### src/hdl/emac_hbp_pkg.sv
// constants for the group hash filter, backoff observation and tx pacing block
// assumes a 250 MHz pclk and 100 Mb/s media timing for slot and gap lengths
package emac_hbp_pkg;
  // ----------------------------------------
  // register byte offsets on the apb port
  // ----------------------------------------
  localparam logic [11:0] OFS_HASH_LOW  = 12'h000;  // group_hash_table_low
  localparam logic [11:0] OFS_HASH_HIGH = 12'h004;  // group_hash_table_high
  localparam logic [11:0] OFS_BACKOFF   = 12'h008;  // backoff_observe
  localparam logic [11:0] OFS_PACING    = 12'h00C;  // tx_pacing_observe
  localparam logic [31:0] RST_WORD      = 32'h0000_0000;
  // ----------------------------------------
  // field positions
  // ----------------------------------------
  localparam int RND_LSB  = 16;  // backoff_random_value 25:16
  localparam int TALLY_LSB = 12; // collision_tally 15:12
  localparam int SLOT_LSB = 0;   // backoff_slot_counter 9:0
  localparam int PACE_LSB = 0;   // pacing_counter 4:0
  localparam int IDX_W    = 6;   // hash index width
  localparam int DA_W     = 48;  // destination address width
  localparam logic [4:0] PACE_LOAD = 5'h1F;
  localparam logic [3:0] TALLY_MAX = 4'hF;
  localparam logic [9:0] RND_RST   = 10'h000;
  localparam int BACKOFF_LIMIT = 10; // exponent cap of the backoff window
  // ----------------------------------------
  // timing
  // ----------------------------------------
  localparam int CLK_PERIOD_PS = 4000;
  localparam int SLOT_TIME_PS  = 5120000; // 512 bit times at 100 Mb/s
  localparam int IPG_TIME_PS   = 960000;  // 96 bit times at 100 Mb/s
  localparam int SLOT_CYCLES   = SLOT_TIME_PS / CLK_PERIOD_PS;
  localparam int IPG_CYCLES    = IPG_TIME_PS / CLK_PERIOD_PS;
  localparam int PACE_GAPS     = 4;
  localparam logic [10:0] SLOT_LAST = 11'(SLOT_CYCLES - 1);
  localparam logic [9:0]  IPG_ONE   = 10'(IPG_CYCLES);
  localparam logic [9:0]  IPG_FOUR  = 10'(IPG_CYCLES * PACE_GAPS);

  // fold the address into six bits, bit i is xor of da[i], da[i+6] ...
  function automatic logic [5:0] hash_index(input logic [47:0] da);
    logic [5:0] h;
    h = 6'h00;
    for (int k = 0; k < DA_W / IDX_W; k++) begin
      h = h ^ da[k*IDX_W +: IDX_W];
    end
    return h;
  endfunction : hash_index

  // backoff window mask for a given collision count, capped at 2^10-1
  function automatic logic [9:0] backoff_mask(input logic [3:0] n);
    logic [9:0] m;
    m = 10'h000;
    for (int k = 0; k < BACKOFF_LIMIT; k++) begin
      if (k < int'(n)) begin
        m[k] = 1'b1;
      end
    end
    return m;
  endfunction : backoff_mask
endpackage : emac_hbp_pkg

### src/hdl/backoff_rng.sv
// ten bit free running generator for backoff slot selection
// assumes one clock and an active low asynchronous reset
`timescale 1ns/10ps
module backoff_rng (
  input  wire logic       pclk,
  input  wire logic       presetn,
  output logic [9:0]      value_q
);
  // ----------------------------------------
  // xnor lfsr, all zero is a legal state so reset to zero works
  // ----------------------------------------
  logic fb;  // feedback tap x^10 + x^7 + 1
  assign fb = ~(value_q[9] ^ value_q[6]);

  // advance on every edge after reset release
  always_ff @(posedge pclk or negedge presetn) begin
    if (!presetn) begin
      value_q <= emac_hbp_pkg::RND_RST;
    end else begin
      value_q <= {value_q[8:0], fb};
    end
  end
endmodule : backoff_rng

### src/hdl/emac_hash_backoff_pacing.sv
// group hash filter, backoff observation and transmit pacing of the mac
// assumes apb from software and single cycle event pulses from the tx path
//
// Contract
// - hash index xors address bits six apart
// - accept group frame when table bit set
// - low table word holds indexes 0..31
// - high table word holds indexes 32..63
// - random generator readable, reset zero, always runs
// - collision count of current frame readable
// - backoff counter loaded, decrements per slot
// - pacing counter loads 1Fh on collide/defer
// - good frame decrements pacing, floor zero
// - pacing active stretches gap to four
// - collided or deferred frame uses single gap
//
// Register access over APB and the placing of the registers are this design's own decisions.
`timescale 1ns/10ps
module emac_hash_backoff_pacing (
  input  wire logic        pclk,
  input  wire logic        presetn,
  input  wire logic        psel,
  input  wire logic        penable,
  input  wire logic        pwrite,
  input  wire logic [11:0] paddr,
  input  wire logic [31:0] pwdata,
  output logic [31:0]      prdata_q,
  output logic             pready_q,
  output logic             pslverr_q,
  input  wire logic [47:0] rx_dest_addr,
  input  wire logic        rx_addr_valid,
  output logic             group_hit_q,
  output logic             group_hit_valid_q,
  input  wire logic        tx_frame_start,
  input  wire logic        tx_collision,
  input  wire logic        tx_deferred,
  input  wire logic        tx_good_frame,
  output logic             tx_gap_busy_q,
  output logic             backoff_busy_q
);
  // ----------------------------------------
  // state
  // ----------------------------------------
  logic [31:0] hash_low_q;       // table indexes 0..31
  logic [31:0] hash_high_q;      // table indexes 32..63
  logic [9:0]  rnd;              // backoff_random_value
  logic [3:0]  collision_tally_q;
  logic [9:0]  backoff_slot_counter_q;
  logic [4:0]  pacing_counter_q;
  logic [10:0] slot_div_q;       // slot time divider
  logic        slot_tick_q;      // one cycle per slot time
  logic [9:0]  gap_cnt_q;        // remaining gap cycles
  logic [3:0]  tally_d;          // count including this collision
  logic        setup;            // apb setup phase
  logic        access;           // apb completing access
  logic [31:0] rd_word;          // read mux
  logic        mapped;           // address decodes
  logic [5:0]  idx;              // hash of the incoming address
  logic [63:0] table_all;        // full hash table

  typedef enum logic [1:0] {
    GAP_IDLE = 2'b00,
    GAP_RUN  = 2'b01
  } gap_state_t;
  gap_state_t gap_state_q;

  backoff_rng u_rng (
    .pclk    (pclk),
    .presetn (presetn),
    .value_q (rnd)
  );

  // ----------------------------------------
  // apb slave
  // ----------------------------------------
  assign setup  = psel && !penable;
  assign access = psel && penable && pready_q;

  // decode, unmapped offsets answer with pslverr
  always_comb begin
    mapped  = 1'b1;
    rd_word = emac_hbp_pkg::RST_WORD;
    case (paddr)
      emac_hbp_pkg::OFS_HASH_LOW:  rd_word = hash_low_q;
      emac_hbp_pkg::OFS_HASH_HIGH: rd_word = hash_high_q;
      emac_hbp_pkg::OFS_BACKOFF: begin
        // reserved 31:26 and 11:10 stay zero
        rd_word[emac_hbp_pkg::RND_LSB +: 10]   = rnd;
        rd_word[emac_hbp_pkg::TALLY_LSB +: 4]  = collision_tally_q;
        rd_word[emac_hbp_pkg::SLOT_LSB +: 10]  = backoff_slot_counter_q;
      end
      emac_hbp_pkg::OFS_PACING: begin
        rd_word[emac_hbp_pkg::PACE_LSB +: 5] = pacing_counter_q;
      end
      default: mapped = 1'b0;
    endcase
  end

  // no wait state: data captured in setup, answered on the first access edge
  always_ff @(posedge pclk or negedge presetn) begin
    if (!presetn) begin
      pready_q  <= 1'b0;
      pslverr_q <= 1'b0;
      prdata_q  <= emac_hbp_pkg::RST_WORD;
    end else if (setup) begin
      pready_q  <= 1'b1;
      pslverr_q <= !mapped;
      prdata_q  <= pwrite ? emac_hbp_pkg::RST_WORD : rd_word;
    end else begin
      pready_q  <= 1'b0;
      pslverr_q <= 1'b0;
    end
  end

  // table writes; observe registers take no write
  always_ff @(posedge pclk or negedge presetn) begin
    if (!presetn) begin
      hash_low_q  <= emac_hbp_pkg::RST_WORD;
      hash_high_q <= emac_hbp_pkg::RST_WORD;
    end else if (access && pwrite) begin
      if (paddr == emac_hbp_pkg::OFS_HASH_LOW) begin
        hash_low_q <= pwdata;
      end
      if (paddr == emac_hbp_pkg::OFS_HASH_HIGH) begin
        hash_high_q <= pwdata;
      end
    end
  end

  // ----------------------------------------
  // group hash filter
  // ----------------------------------------
  assign idx       = emac_hbp_pkg::hash_index(rx_dest_addr);
  assign table_all = {hash_high_q, hash_low_q};

  // registered verdict, one cycle after the address strobe
  always_ff @(posedge pclk or negedge presetn) begin
    if (!presetn) begin
      group_hit_q       <= 1'b0;
      group_hit_valid_q <= 1'b0;
    end else begin
      group_hit_valid_q <= rx_addr_valid;
      if (rx_addr_valid) begin
        group_hit_q <= table_all[idx];
      end
    end
  end

  // ----------------------------------------
  // collision tally and backoff
  // ----------------------------------------
  assign tally_d = (collision_tally_q == emac_hbp_pkg::TALLY_MAX) ?
                   collision_tally_q : collision_tally_q + 4'h1;

  // tally restarts with each new frame; a collision in that cycle still counts
  always_ff @(posedge pclk or negedge presetn) begin
    if (!presetn) begin
      collision_tally_q <= 4'h0;
    end else if (tx_collision) begin
      collision_tally_q <= tx_frame_start ? 4'h1 : tally_d;
    end else if (tx_frame_start) begin
      collision_tally_q <= 4'h0;
    end
  end

  // slot divider restarts at a collision so the first slot is whole
  always_ff @(posedge pclk or negedge presetn) begin
    if (!presetn) begin
      slot_div_q  <= 11'h000;
      slot_tick_q <= 1'b0;
    end else if (tx_collision || slot_div_q == emac_hbp_pkg::SLOT_LAST) begin
      slot_div_q  <= 11'h000;
      slot_tick_q <= !tx_collision;
    end else begin
      slot_div_q  <= slot_div_q + 11'h001;
      slot_tick_q <= 1'b0;
    end
  end

  // truncated binary exponential backoff, random draw masked by tally
  always_ff @(posedge pclk or negedge presetn) begin
    if (!presetn) begin
      backoff_slot_counter_q <= 10'h000;
    end else if (tx_collision) begin
      backoff_slot_counter_q <= rnd & emac_hbp_pkg::backoff_mask(
                                tx_frame_start ? 4'h1 : tally_d);
    end else if (slot_tick_q && backoff_slot_counter_q != 10'h000) begin
      backoff_slot_counter_q <= backoff_slot_counter_q - 10'h001;
    end
  end

  // busy while slots remain
  always_ff @(posedge pclk or negedge presetn) begin
    if (!presetn) begin
      backoff_busy_q <= 1'b0;
    end else begin
      backoff_busy_q <= (backoff_slot_counter_q != 10'h000);
    end
  end

  // ----------------------------------------
  // transmit pacing
  // ----------------------------------------
  // a bad event wins over a good frame reported in the same cycle
  always_ff @(posedge pclk or negedge presetn) begin
    if (!presetn) begin
      pacing_counter_q <= 5'h00;
    end else if (tx_collision || tx_deferred) begin
      pacing_counter_q <= emac_hbp_pkg::PACE_LOAD;
    end else if (tx_good_frame && pacing_counter_q != 5'h00) begin
      pacing_counter_q <= pacing_counter_q - 5'h01;
    end
  end

  // gap timer; the stretch decision uses pacing as it stood at frame end
  always_ff @(posedge pclk or negedge presetn) begin
    if (!presetn) begin
      gap_state_q <= GAP_IDLE;
      gap_cnt_q   <= 10'h000;
    end else if (tx_collision || tx_deferred) begin
      gap_state_q <= GAP_RUN;
      gap_cnt_q   <= emac_hbp_pkg::IPG_ONE;
    end else if (tx_good_frame) begin
      gap_state_q <= GAP_RUN;
      gap_cnt_q   <= (pacing_counter_q != 5'h00) ?
                     emac_hbp_pkg::IPG_FOUR : emac_hbp_pkg::IPG_ONE;
    end else begin
      case (gap_state_q)
        GAP_RUN: begin
          if (gap_cnt_q == 10'h001) begin
            gap_state_q <= GAP_IDLE;
          end
          gap_cnt_q <= gap_cnt_q - 10'h001;
        end
        default: begin
          gap_state_q <= GAP_IDLE;
          gap_cnt_q   <= 10'h000;
        end
      endcase
    end
  end

  // tx path must not start a new frame while this is high
  always_ff @(posedge pclk or negedge presetn) begin
    if (!presetn) begin
      tx_gap_busy_q <= 1'b0;
    end else begin
      tx_gap_busy_q <= tx_collision || tx_deferred || tx_good_frame ||
                       (gap_state_q == GAP_RUN && gap_cnt_q != 10'h001);
    end
  end
endmodule : emac_hash_backoff_pacing

### config.mk
export PLATFORM = sky130hd
export DESIGN_NAME = emac_hash_backoff_pacing
export DESIGN_NICKNAME = d
export VERILOG_FILES = /design/src/hdl/emac_hbp_pkg.sv /design/src/hdl/backoff_rng.sv /design/src/hdl/emac_hash_backoff_pacing.sv
export SDC_FILE = /design/constraint.sdc
export NUM_CORES = 1
export LEC_CHECK = 0
export ABC_CLOCK_PERIOD_IN_PS = 3200
export BUFFER_PORTS_ARGS = -buffer_cell sky130_fd_sc_hd__buf_2
export CAP_MARGIN = 20
export CORE_MARGIN = 4
export CORE_UTILIZATION = 30
export CTS_CLUSTER_DIAMETER = 40
export DETAILED_ROUTE_END_ITERATION = 10
export GPL_ROUTABILITY_DRIVEN = 0
export HOLD_SLACK_MARGIN = 0.15
export SYNTH_ARGS = -nofsm -noshare
export SYNTH_HDL_FRONTEND = slang
export SYNTH_SLANG_ARGS = --single-unit
### constraint.sdc
create_clock -name pclk -period 3.2 [get_ports pclk]
set_clock_uncertainty 0.15 [all_clocks]
set_input_delay 0.64 -clock pclk [delete_from_list [all_inputs] [get_ports pclk]]
set_output_delay 0.64 -clock pclk [all_outputs]
set_load 0.1 [all_outputs]
---- After elaboration in Yosys (flattened, before gate mapping) ----
Cells that the tools add are included.
cells by class
  $add $sub $neg .......................... 5
  multipliers ............................. 0
  div/mod/pow operators ................... 0
  $lt $le $gt $ge ......................... 11
  equality and inequality tests ........... 9
  shift operators ......................... 0
  muxes and demuxes ....................... 49
  bitwise operators ....................... 10
  reductions and logical operators ........ 23
operators with widths
  operator                                                   count
  two-way mux 10 bit                                         6
  case mux 14 bit (3 select lines)                           1
  XOR 6 bit                                                  7
  two-way mux 32 bit                                         1
  two-way mux 1 bit                                          25
  == test 12 x 4 -> 1 bit, second input constant             2
  case mux 5 bit (4 select lines)                            1
  subtractor 10 x 1 -> 10 bit, second input constant         2
  less-than comparator 3 x 4 -> 1 bit, first input constant  4
  two-way mux 4 bit                                          4
  case mux 5 bit (3 select lines)                            1
  == test 12 x 3 -> 1 bit, second input constant             1
  logical NOT 12 bit                                         1
  case mux 6 bit (2 select lines)                            1
  adder 11 x 1 -> 11 bit, second input constant              1
  == test 11 bit, second input constant                      1
  two-way mux 11 bit                                         1
  AND 10 bit                                                 1
  == test 10 x 1 -> 1 bit, second input constant             1
  two-way mux 5 bit                                          2
  inequality test 10 x 1 -> 1 bit, second input constant     1
  nonzero test 10 bit                                        1
  less-than comparator 1 x 4 -> 1 bit, first input constant  2
  less-than comparator 2 x 4 -> 1 bit, first input constant  2
  other kinds (19)                                           37
storage, ports and cells
  bits in registers ....................... 155
  bits in latches ......................... 0
  bits in writable memories ............... 0
  memory bits (read-only) ................. 0
  input port bits ......................... 102
  output and inout bits ................... 38
  word-level logic and storage cells ...... 124
  memories kept ........................... 0

---- Longest topological paths before layout ----
Gate-level depths: netlist (run 1).
  depth in word-level cells ............... 9
  depth in mapped cells ................... 10
  mapped depth without buffers ............ 9

---- Cells and area by module ----
A second synthesis (run 1) with hierarchy kept.
second synthesis, totals
  cell total of the unflattened synthesis .. 680
  area, all modules ....................... 7808.7 um2
by module, submodules not included
  module                    times used  cells each  area each (um2)  seq. area each (um2)
  emac_hash_backoff_pacing  1           669         7549.7           3603.5
  backoff_rng               1           11          259.0            250.2

---- Least setup slack after synthesis (run 1) ----
OpenSTA, ideal clock, no wires.
  kind .................................... input to register
  start point ............................. input rx_dest_addr[36]
  end point ............................... register group_hit_q
  library setup time ...................... 0.142 ns
  arrival time ............................ 2.470 ns
  data required time ...................... 2.908 ns
  setup slack ............................. 0.438 ns
  cell stages on the path ................. 8
  buffers on the path ..................... 0
  path through ............................ xnor2_1 > xnor2_1 > xnor2_1 > mux4_2 > mux2i_1 > nor3_1 > o41ai_2 > o2111ai_1
between the ends
  word-level cells in the longest chain between the ends .. 4
ends and longest elaborated chain
  item                                     RTL line                         RTL
  start, declared                          emac_hash_backoff_pacing.sv:30   input wire logic [47:0] rx_dest_addr,
  XOR 6 bit (2 in a row)                   emac_hbp_pkg.sv:43               h = h ^ da[k*IDX_W +: IDX_W];
  binary-select mux 1 bit (select 6 bit)   emac_hash_backoff_pacing.sv:144  group_hit_q <= table_all[idx];
  two-way mux 1 bit (not written as such)  emac_hash_backoff_pacing.sv:144
  end signal, assigned                     emac_hash_backoff_pacing.sv:144
  end, declared                            emac_hash_backoff_pacing.sv:32   output logic group_hit_q,
No other way between the ends. The select of a mux whose other input is x is not followed.
A chain may end at the register's enable or synchronous reset.

---- Final worst setup path (run 1) ----
Ends and elaborated chain as after synthesis.

==> results of run 1 <==
==> worst max-delay path by stage <==
stage / startpoint / endpoint / cells past startpoint
detailed placement: rx_dest_addr[36] / group_hit_q / 9
global placement: rx_dest_addr[36] / group_hit_q / 9
finish: rx_dest_addr[36] / group_hit_q / 9
CTS: rx_dest_addr[36] / group_hit_q / 9
floorplan: rx_dest_addr[36] / group_hit_q / 8
global route: rx_dest_addr[36] / group_hit_q / 9
==> cell usage in the layout (no fill, tap or decap), types with 4 or more instances in the layout <==
cell type,n
a21oi_1,11
a22o_1,25
a31oi_1,5
and2_1,5
buf_12,4
buf_2,138
buf_4,15
clkbuf_16,17
clkinv_4,4
dfrtp_1,154
ha_1,7
inv_1,16
mux2_1,5
mux2_2,61
mux2i_1,48
mux4_1,4
mux4_2,10
nand2_1,62
nand2b_1,10
nand3_1,11
nor2_1,41
nor2b_1,6
nor3_1,10
nor3b_1,4
nor4_1,5
o21ai_0,43
xnor2_1,53
xnor2_2,4
xor2_1,10
==> metal layers <==
| layer | part of all wire | vias up | global-route usage |
|---|---|---|---|
| met5 | 0.0020 | - | 0 |
| met3 | 0.057 | 19 | 0.03657 |
| met2 | 0.46 | 128 | 0.2165 |
| met4 | 0.0096 | 6 | 0.03465 |
| met1 | 0.47 | 2730 | 0.2053 |
| li1 | - | 2734 | - |
==> area by class of cell <==
cell class                 instances  area [µm²]
fill                            2475       15810
sequential                       154        3854
timing repair buffer             159       904.6
multi-input combinational        481        3805
antenna                            1       2.502
clock buffer                      19       452.9
inverter                          16       60.06
clock inverter                    13       167.7
tap                              330       412.9
==> registers in the layout, indices dropped and copies added, names as in the netlist <==
register                cells
backoff_busy_q              1
backoff_slot_counter_q     10
collision_tally_q           4
gap_cnt_q                  10
gap_state_q                 1
group_hit_q                 1
group_hit_valid_q           1
hash_high_q                32
hash_low_q                 32
pacing_counter_q            5
prdata_q                   32
pready_q                    1
pslverr_q                   1
slot_div_q                 11
slot_tick_q                 1
tx_gap_busy_q               1
u_rng.value_q              10
==> report_power, final <==
part | internal (mW) | leakage, nW | total (mW) | switching, mW
Clock | 1.28 | 0.300 | 2.10 | 0.830
Combinational | 0.360 | 2.27 | 0.851 | 0.491
Sequential | 1.98 | 2.06 | 2.02 | 0.0378
==> critical path: cells and delay by family <==
kind            cells  cell delay [ps]
simple gates        1               70
xor+xnor            3              800
mux                 2              710
compound gates      2              490
buf+inv             1              100
==> logic make-up after synthesis <==
| group | count (synthesis) | synth area share |
|---|---|---|
| AO/OA/AOI/OAI | 109 | 0.09358 |
| XOR/XNOR | 67 | 0.07668 |
| adder cells (fa/ha/maj) | 7 | 0.01116 |
| buffers and inverters | 49 | 0.02678 |
| flip-flops | 154 | 0.4910 |
| multiplexers | 128 | 0.1980 |
| AND/OR/NAND/NOR | 170 | 0.1028 |
==> metrics.md, run 1 <==
| Metric | Value |
|---|---|
| Final Power | `4.975 mW` |
| Skew-Pair Late Insertion Delay | `430 ps` |
| Root Driver | `clkbuf_16` |
| Worst r2r src | `backoff_slot_counter_q[0]` |
| Total setup buffers inserted after CTS | `0` |
| Layout cell share with drive strength beyond 1 | `0.3254` |
| CTS Hold Bufs | `1` |
| Lkg Pwr | `4.629 nW` |
| Reg-to-reg setup timing slack | `590 ps` |
| Worst EP required | `roughly 3300 ps` |
| Post_cts resized | `0` |
| Num CTS Buffers | `17` |
| Initial DRT Pass Iterations | `4` |
| Rows | `58` |
| Die Ht | `between 150 and 200 µm` |
| Gate count after technology mapping | `684` |
| Power density over the cells | `between 500 and 600 nW/µm²` |
| Ranking of synthesized cells by area | `dfrtp_1 (49%), mux2_2 (8.8%), xnor2_1 (6.1%)` |
| Top-count cell post-synth | `dfrtp_1` |
| Final Instance Area | `9659 µm²` |
| Vias per inst | `about 4.8` |
| RSZ-0062 raised after global routing | `no` |
| # IOs | `140` |
| All-Layer GR Usage | `0.1428` |
| Syn Nets | `approximately 800` |
| DR vias | `~5600` |
| Maximum VDD drop | `about 340 µV` |
| CP Max Fanout | `6` |
| P&R area growth vs syn | `23.07%` |
| Sequential-to-total area share from yosys stat | `0.4910` |
| Hold Path Class | `in -> reg` |
| Placement Setup Slack | `53.97 ps` |
| Clock transition at path regs | `60 ps` |
| Final setup violating endpoints | `0` |
| # DRC | `0` |
| Hold path depth | `1` |
| Die footprint | `roughly 29000 µm²` |
| Hold path start | `rx_addr_valid` |
| Worst Tran Pin Value | `between 500 and 600 ps` |
| CTS tree | `built` |
| Yosys cell types | `54` |
| Mapped Avg Cell Area | `approximately 11 µm²` |
| Antenna Nets Post-Route | `0` |
| CP max stage delay | `between 500 and 600 ps` |
| Initial antenna violation count | `3` |
| Post-synth EDFFs | `0` |
| Endpoints failing hold | `0` |
| Critical Path Most Common Cell | `xnor2_1` |
| H-tree levels | `4` |
| Mapped cell area | `~7800 µm²` |
| Nets@finish | `roughly 940` |
| Commonest cells post-synth | `dfrtp_1 (154), nand2_1 (62), mux2_2 (61)` |
| CP Class | `in -> reg` |
| Max_slew headroom | `0.6434` |
| Global route overflow | `0` |
| Number of non-filler instances in the completed layout | `1173` |
| Worst-case reg-to-reg path depth | `9` |
| Avg WL per Cell | `~17 µm` |
| CP Launch Type | `input pin` |
| Largest net degree at the start of global routing | `55` |
| Synth warn | `0` |
| Post-synth top area share | `0.4910` |
| Vias in the first global route | `around 5700` |
| Final wirelength | `between 20 and 25 mm` |
| Slew Limit Fails | `0` |
| Maximum clock rate | `373.6 MHz` |
| Final core utilization | `0.3792` |
| Fin Hold WS | `~240 ps` |
| Min setup slack post-route | `roughly 520 ps` |
| TNS Setup | `0 ps` |
| Hold Crit Endpoint | `group_hit_valid_q` |
| Core Box Area | `around 25000 µm²` |
| Async set-reset flop share out of synthesis | `1.000` |
| Yosys top cell by area | `dfrtp_1` |
| Clock sink count | `154` |
| R2r endpoint | `backoff_slot_counter_q[1]` |
| Inst Count DP | `1139` |
| Synth Register Bits | `approximately 150` |
| Clk buf depth | `2` |
| Final period util | `0.8365` |
| Buffers added on ports | `139` |
| Die X | `approximately 170 µm` |
| Placed Instance Area | `between 9000 and 10000 µm²` |
| Max Cap Violations | `0` |
| Initial Utilization | `0.3081` |
| CP cell instances | `buf_2 > xnor2_1 > xnor2_1 > xnor2_2 > mux4_2 > mux2i_1 > nor3_1 > o41ai_2 > o2111ai_1` |
| First-pass GRT wire length | `32.09 mm` |
| Number of DRC markers in iteration 0 | `about 300` |
| DP Wirelength | `about 15 mm` |
| CP max-delay cell | `mux4_2` |
| Worst Setup End Kind | `flip-flop` |
| Crit path time final | `about 2700 ps` |
| Outcome | `finished, final reports clean` |
| Main synth FF type | `dfrtp_1` |
| CP arrival | `roughly 2800 ps` |
(Power assumes the default switching activity.)
==> run 2, diff against run 1 <==
--- a/config.mk
+++ b/config.mk
@@ -5,7 +5,8 @@
 export SDC_FILE = /design/constraint.sdc
 export NUM_CORES = 1
 export LEC_CHECK = 0
-export ABC_CLOCK_PERIOD_IN_PS = 3200
+export ABC_AREA = 1
+export ABC_CLOCK_PERIOD_IN_PS = 2700
 export BUFFER_PORTS_ARGS = -buffer_cell sky130_fd_sc_hd__buf_2
 export CAP_MARGIN = 20
 export CORE_MARGIN = 4
==> constraint.sdc (replaced) <==
create_clock -name pclk -period 2.7 [get_ports pclk]
set_clock_uncertainty 0.15 [all_clocks]
set_input_delay 0.54 -clock pclk [delete_from_list [all_inputs] [get_ports pclk]]
set_output_delay 0.54 -clock pclk [all_outputs]
set_load 0.1 [all_outputs]
==> run 2 against run 1 <==
  * Area after synthesis up 4.3%
  * Non-clock buffer count is 1 lower
  * Power is 16% higher
  * Die area rose by 4.1%
  * Clock-buffer cell count shrank 1
  * Final area increased by 2.8%
  * Setup slack got worse by 100 ps
==> metrics.md, run 2 <==
| Metric | Value |
|---|---|
| Num CTS Buffers | `17 (unchanged)` |
| H-tree levels | `4 (unchanged)` |
| Initial Utilization | `0.3046 (-0.003525)` |
| CP Buf/Inv Count | `3 (+2)` |
| Core Box Area | `26880 µm² (+5.5%)` |
| TNS Setup | `0 ps (unchanged)` |
| Lkg Pwr | `4.909 nW (+6.0%)` |
| Most common cell after layout, fill and taps aside | `nand2_1` |
| Vias in the first global route | `7200 (+27%)` |
| Mapped Avg Cell Area | `8.253 µm² (-28%)` |
| ANT cells | `0 (-1)` |
| Worst Tran Pin Value | `630.6 ps (+95.72 ps)` |
| Commonest cells post-synth | `nand2_1 (201), dfrtp_1 (154), nand3_1 (152)` |
| Post-synth top area share | `0.4707 (-0.02026)` |
| Synth Register Bits | `154 (unchanged)` |
| Nets@finish | `1238 (+32%)` |
| Yosys cell types | `51 (-5.6%)` |
| Layout cell share with drive strength beyond 1 | `0.1961 (-0.1293)` |
| Root Driver | `clkbuf_16` |
| Post_cts resized | `0 (unchanged)` |
| CP Class | `reg -> reg` |
| Gate count after technology mapping | `992 (+45%)` |
| Mapped cell area | `8187 µm² (+4.3%)` |
| Sequential-to-total area share from yosys stat | `0.4707 (-0.02026)` |
| Endpoints failing hold | `0 (unchanged)` |
| Rows | `60 (+3.4%)` |
| CP cell instances | `inv_1 > ha_1 > inv_1 > nor4_2 > nand2_1 > nor3_2 > nand2_1 > inv_2 > nand2_2 > nand2_4 > nand2_2 > a32o_1` |
| Die Ht | `173.2 µm (+2.0%)` |
| P_sw | `1.703 mW (+25%)` |
| Final core utilization | `0.3693 (-0.009892)` |
| Maximum VDD drop | `445.9 µV (+30%)` |
| Worst Setup End Kind | `flip-flop` |
| Sequential share of power | `0.413 (+0.007)` |
| Total setup buffers inserted after CTS | `0 (unchanged)` |
| Hold Path Class | `in -> reg` |
| Largest net degree at the start of global routing | `65 (+18%)` |
| Yosys top cell by area | `dfrtp_1` |
| Vias per inst | `4.980 (+4.0%)` |
| Reg-to-reg setup timing slack | `420 ps (-170 ps)` |
| Switch share | `0.2956 (+0.02255)` |
| Number of non-filler instances in the completed layout | `1483 (+26%)` |
| Power share of the clock group | `0.438 (+0.015)` |
| P&R area growth vs syn | `21.24%` |
| Die footprint | `29990 µm² (+4.1%)` |
| Clk buf depth | `2 (unchanged)` |
| Post-synth EDFFs | `0 (unchanged)` |
| Final wirelength | `23.42 mm (+16%)` |
| Maximum clock rate | `between 400 and 500 MHz` |
| Max Cap Violations | `0 (unchanged)` |
| All-Layer GR Usage | `0.1567 (+0.01384)` |
| Syn Nets | `1101 (+39%)` |
| Synth warn | `0 (unchanged)` |
| CP Launch Type | `flip-flop` |
| Fill count | `2799 (+13%)` |
| Slew Limit Fails | `0 (unchanged)` |
| Clock sink count | `154 (unchanged)` |
| CP max stage delay | `400 ps (-160 ps)` |
| Clock transition at path regs | `70 ps (about the same)` |
| Final period util | `0.8447` |
| # IOs | `140 (unchanged)` |
| Antenna Nets Post-Route | `0 (unchanged)` |
| Global route overflow | `0 (unchanged)` |
| Final setup violating endpoints | `0 (unchanged)` |
| DR vias | `7385 (+31%)` |
| CP arrival | `2450 ps (-360 ps)` |
| # DRC | `0 (unchanged)` |
| Comb pwr share | `0.149 (-0.022)` |
| Worst EP required | `2870 ps (-470 ps)` |
| First-pass GRT wire length | `38.31 mm (+19%)` |
| RSZ-0062 raised after global routing | `no` |
| Largest regs | `hash_high_q x32, hash_low_q x32, prdata_q x32` |
| Initial DRT Pass Iterations | `5 (+1)` |
| CTS tree | `built` |
| Crit path time final | `approximately 2300 ps` |
| Final Power | `5.762 mW (+16%)` |
| Async set-reset flop share out of synthesis | `1.000 (unchanged)` |
| Main synth FF type | `dfrtp_1` |
| Skew-Pair Late Insertion Delay | `430 ps (about the same)` |
| Die X | `173.2 µm (+2.0%)` |
| Commonest non-fill, non-tap cells in the layout | `nand2_1 (201), dfrtp_1 (154), nand3_1 (152), buf_2 (138), inv_1 (110)` |
| Int Pwr | `4.058 mW (+12%)` |
| Ranking of synthesized cells by area | `dfrtp_1 (47%), nand3_1 (9.3%), nand2_1 (9.2%)` |
| Avg WL per Cell | `15.79 µm (-8.6%)` |
| Buffers added on ports | `139 (unchanged)` |
| Outcome | `finished, final reports clean` |
| CP max-delay cell | `dfrtp_1` |
| Inst Count DP | `1448 (+27%)` |
| Initial antenna violation count | `0 (-3)` |
| Power density over the cells | `580.5 nW/µm² (+13%)` |
| Top-count cell post-synth | `nand2_1` |
| Max_slew headroom | `0.5796 (-0.06382)` |
| Number of DRC markers in iteration 0 | `577 (+98%)` |
| CP top delay family | `simple AND/OR/NAND/NOR gates` |
| CP Max Fanout | `14 (+8)` |
| DP Wirelength | `17.03 mm (+13%)` |
==> run 2: changes by cell type after synthesis, sizes merged, moves of 8 or more <==
cell	delta
xnor2	-40
nand2	+150
inv	+102
o22ai	+8
a32o	+9
o211ai	+12
nand3	+145
mux2	-66
nand2b	-10
o21ai	+44
mux4	-14
mux2i	-48
a21oi	+12
==> run 2: worst paths after layout <==
check / end / from / cells past startpoint
setup / recovery: backoff_slot_counter_q[7] / backoff_slot_counter_q[0] / 12
hold / removal: pready_q / psel / 3
setup reg to reg: backoff_slot_counter_q[7] / backoff_slot_counter_q[0] / 12
hold reg to reg: u_rng.value_q[8] / u_rng.value_q[7] / 0
max in group asynchronous: hash_low_q[11] / presetn / 3
min in group asynchronous: gap_cnt_q[7] / presetn / 2
==> run 2: final cells by class <==
class / instances / area (µm²) / share of cell area
Multi-Input combinational cell: 679 / 3677 / 0.3705
Clock buffer: 18 / 439.2 / 0.04425
Clock inverter: 14 / 180.2 / 0.01815
Tap cell: 341 / 426.7 / 0.04298
Inverter: 119 / 446.7 / 0.04500
Sequential cell: 154 / 3854 / 0.3883
Timing Repair Buffer: 158 / 902.1 / 0.09089
==> run 2: per-stage QoR <==
stage	hold slack [ps]	worst slack [ps]	area, µm²
floorplan	94.41	638.3	8187
global placement	205.2	355.3	9276
detailed placement	214.7	280.7	9276
CTS	192.2	417.1	9926
global route	220.5	229.5	9926
finish	211.6	419.2	9926
==> run 2: power groups by stage <==
stage               clock network (mW)  registers (mW)  logic (mW)
global placement                     0            2.42       0.846
global route                      2.67            2.38       0.967
CTS                               2.58            2.38       0.868
detailed placement                   0            2.42       0.858
finish                            2.53            2.38       0.857
floorplan                            0            2.49       0.512
==> run 2: logic make-up (layout without fill, tap and decap cells) <==
family,Yosys count,in the layout,share of synthesized area
AO/OA/AOI/OAI,190,190,0.1464
XOR/XNOR,33,33,0.03622
adder cells (fa/ha/maj),7,7,0.01070
buffers and inverters,159,309,0.08009
flip-flops,154,154,0.4707
AND/OR/NAND/NOR,449,449,0.2558
==> run 2: repair_timing <==
item	in CTS	in global routing
endpoints found under the setup margin	0	0
hold endpoints to repair	53	0
hold buffers	3	0
==> run 2: worst reg2reg max path, cell delays in order, from the launching register on <==
cell and delay, ps:
dfrtp_1 400, inv_1 110, ha_1 190, inv_1 70, nor4_2 170, nand2_1 150, nor3_2 160, nand2_1 80
inv_2 60, nand2_2 80, nand2_4 100, nand2_2 180, a32o_1 260
==> run 2: metal layers <==
metal / wire length (µm) / global-route usage
met1: 11390 / 0.2263
met2: 10370 / 0.2364
met5: 0 / 0
met4: 221 / 0.03592
met3: 1436 / 0.04110
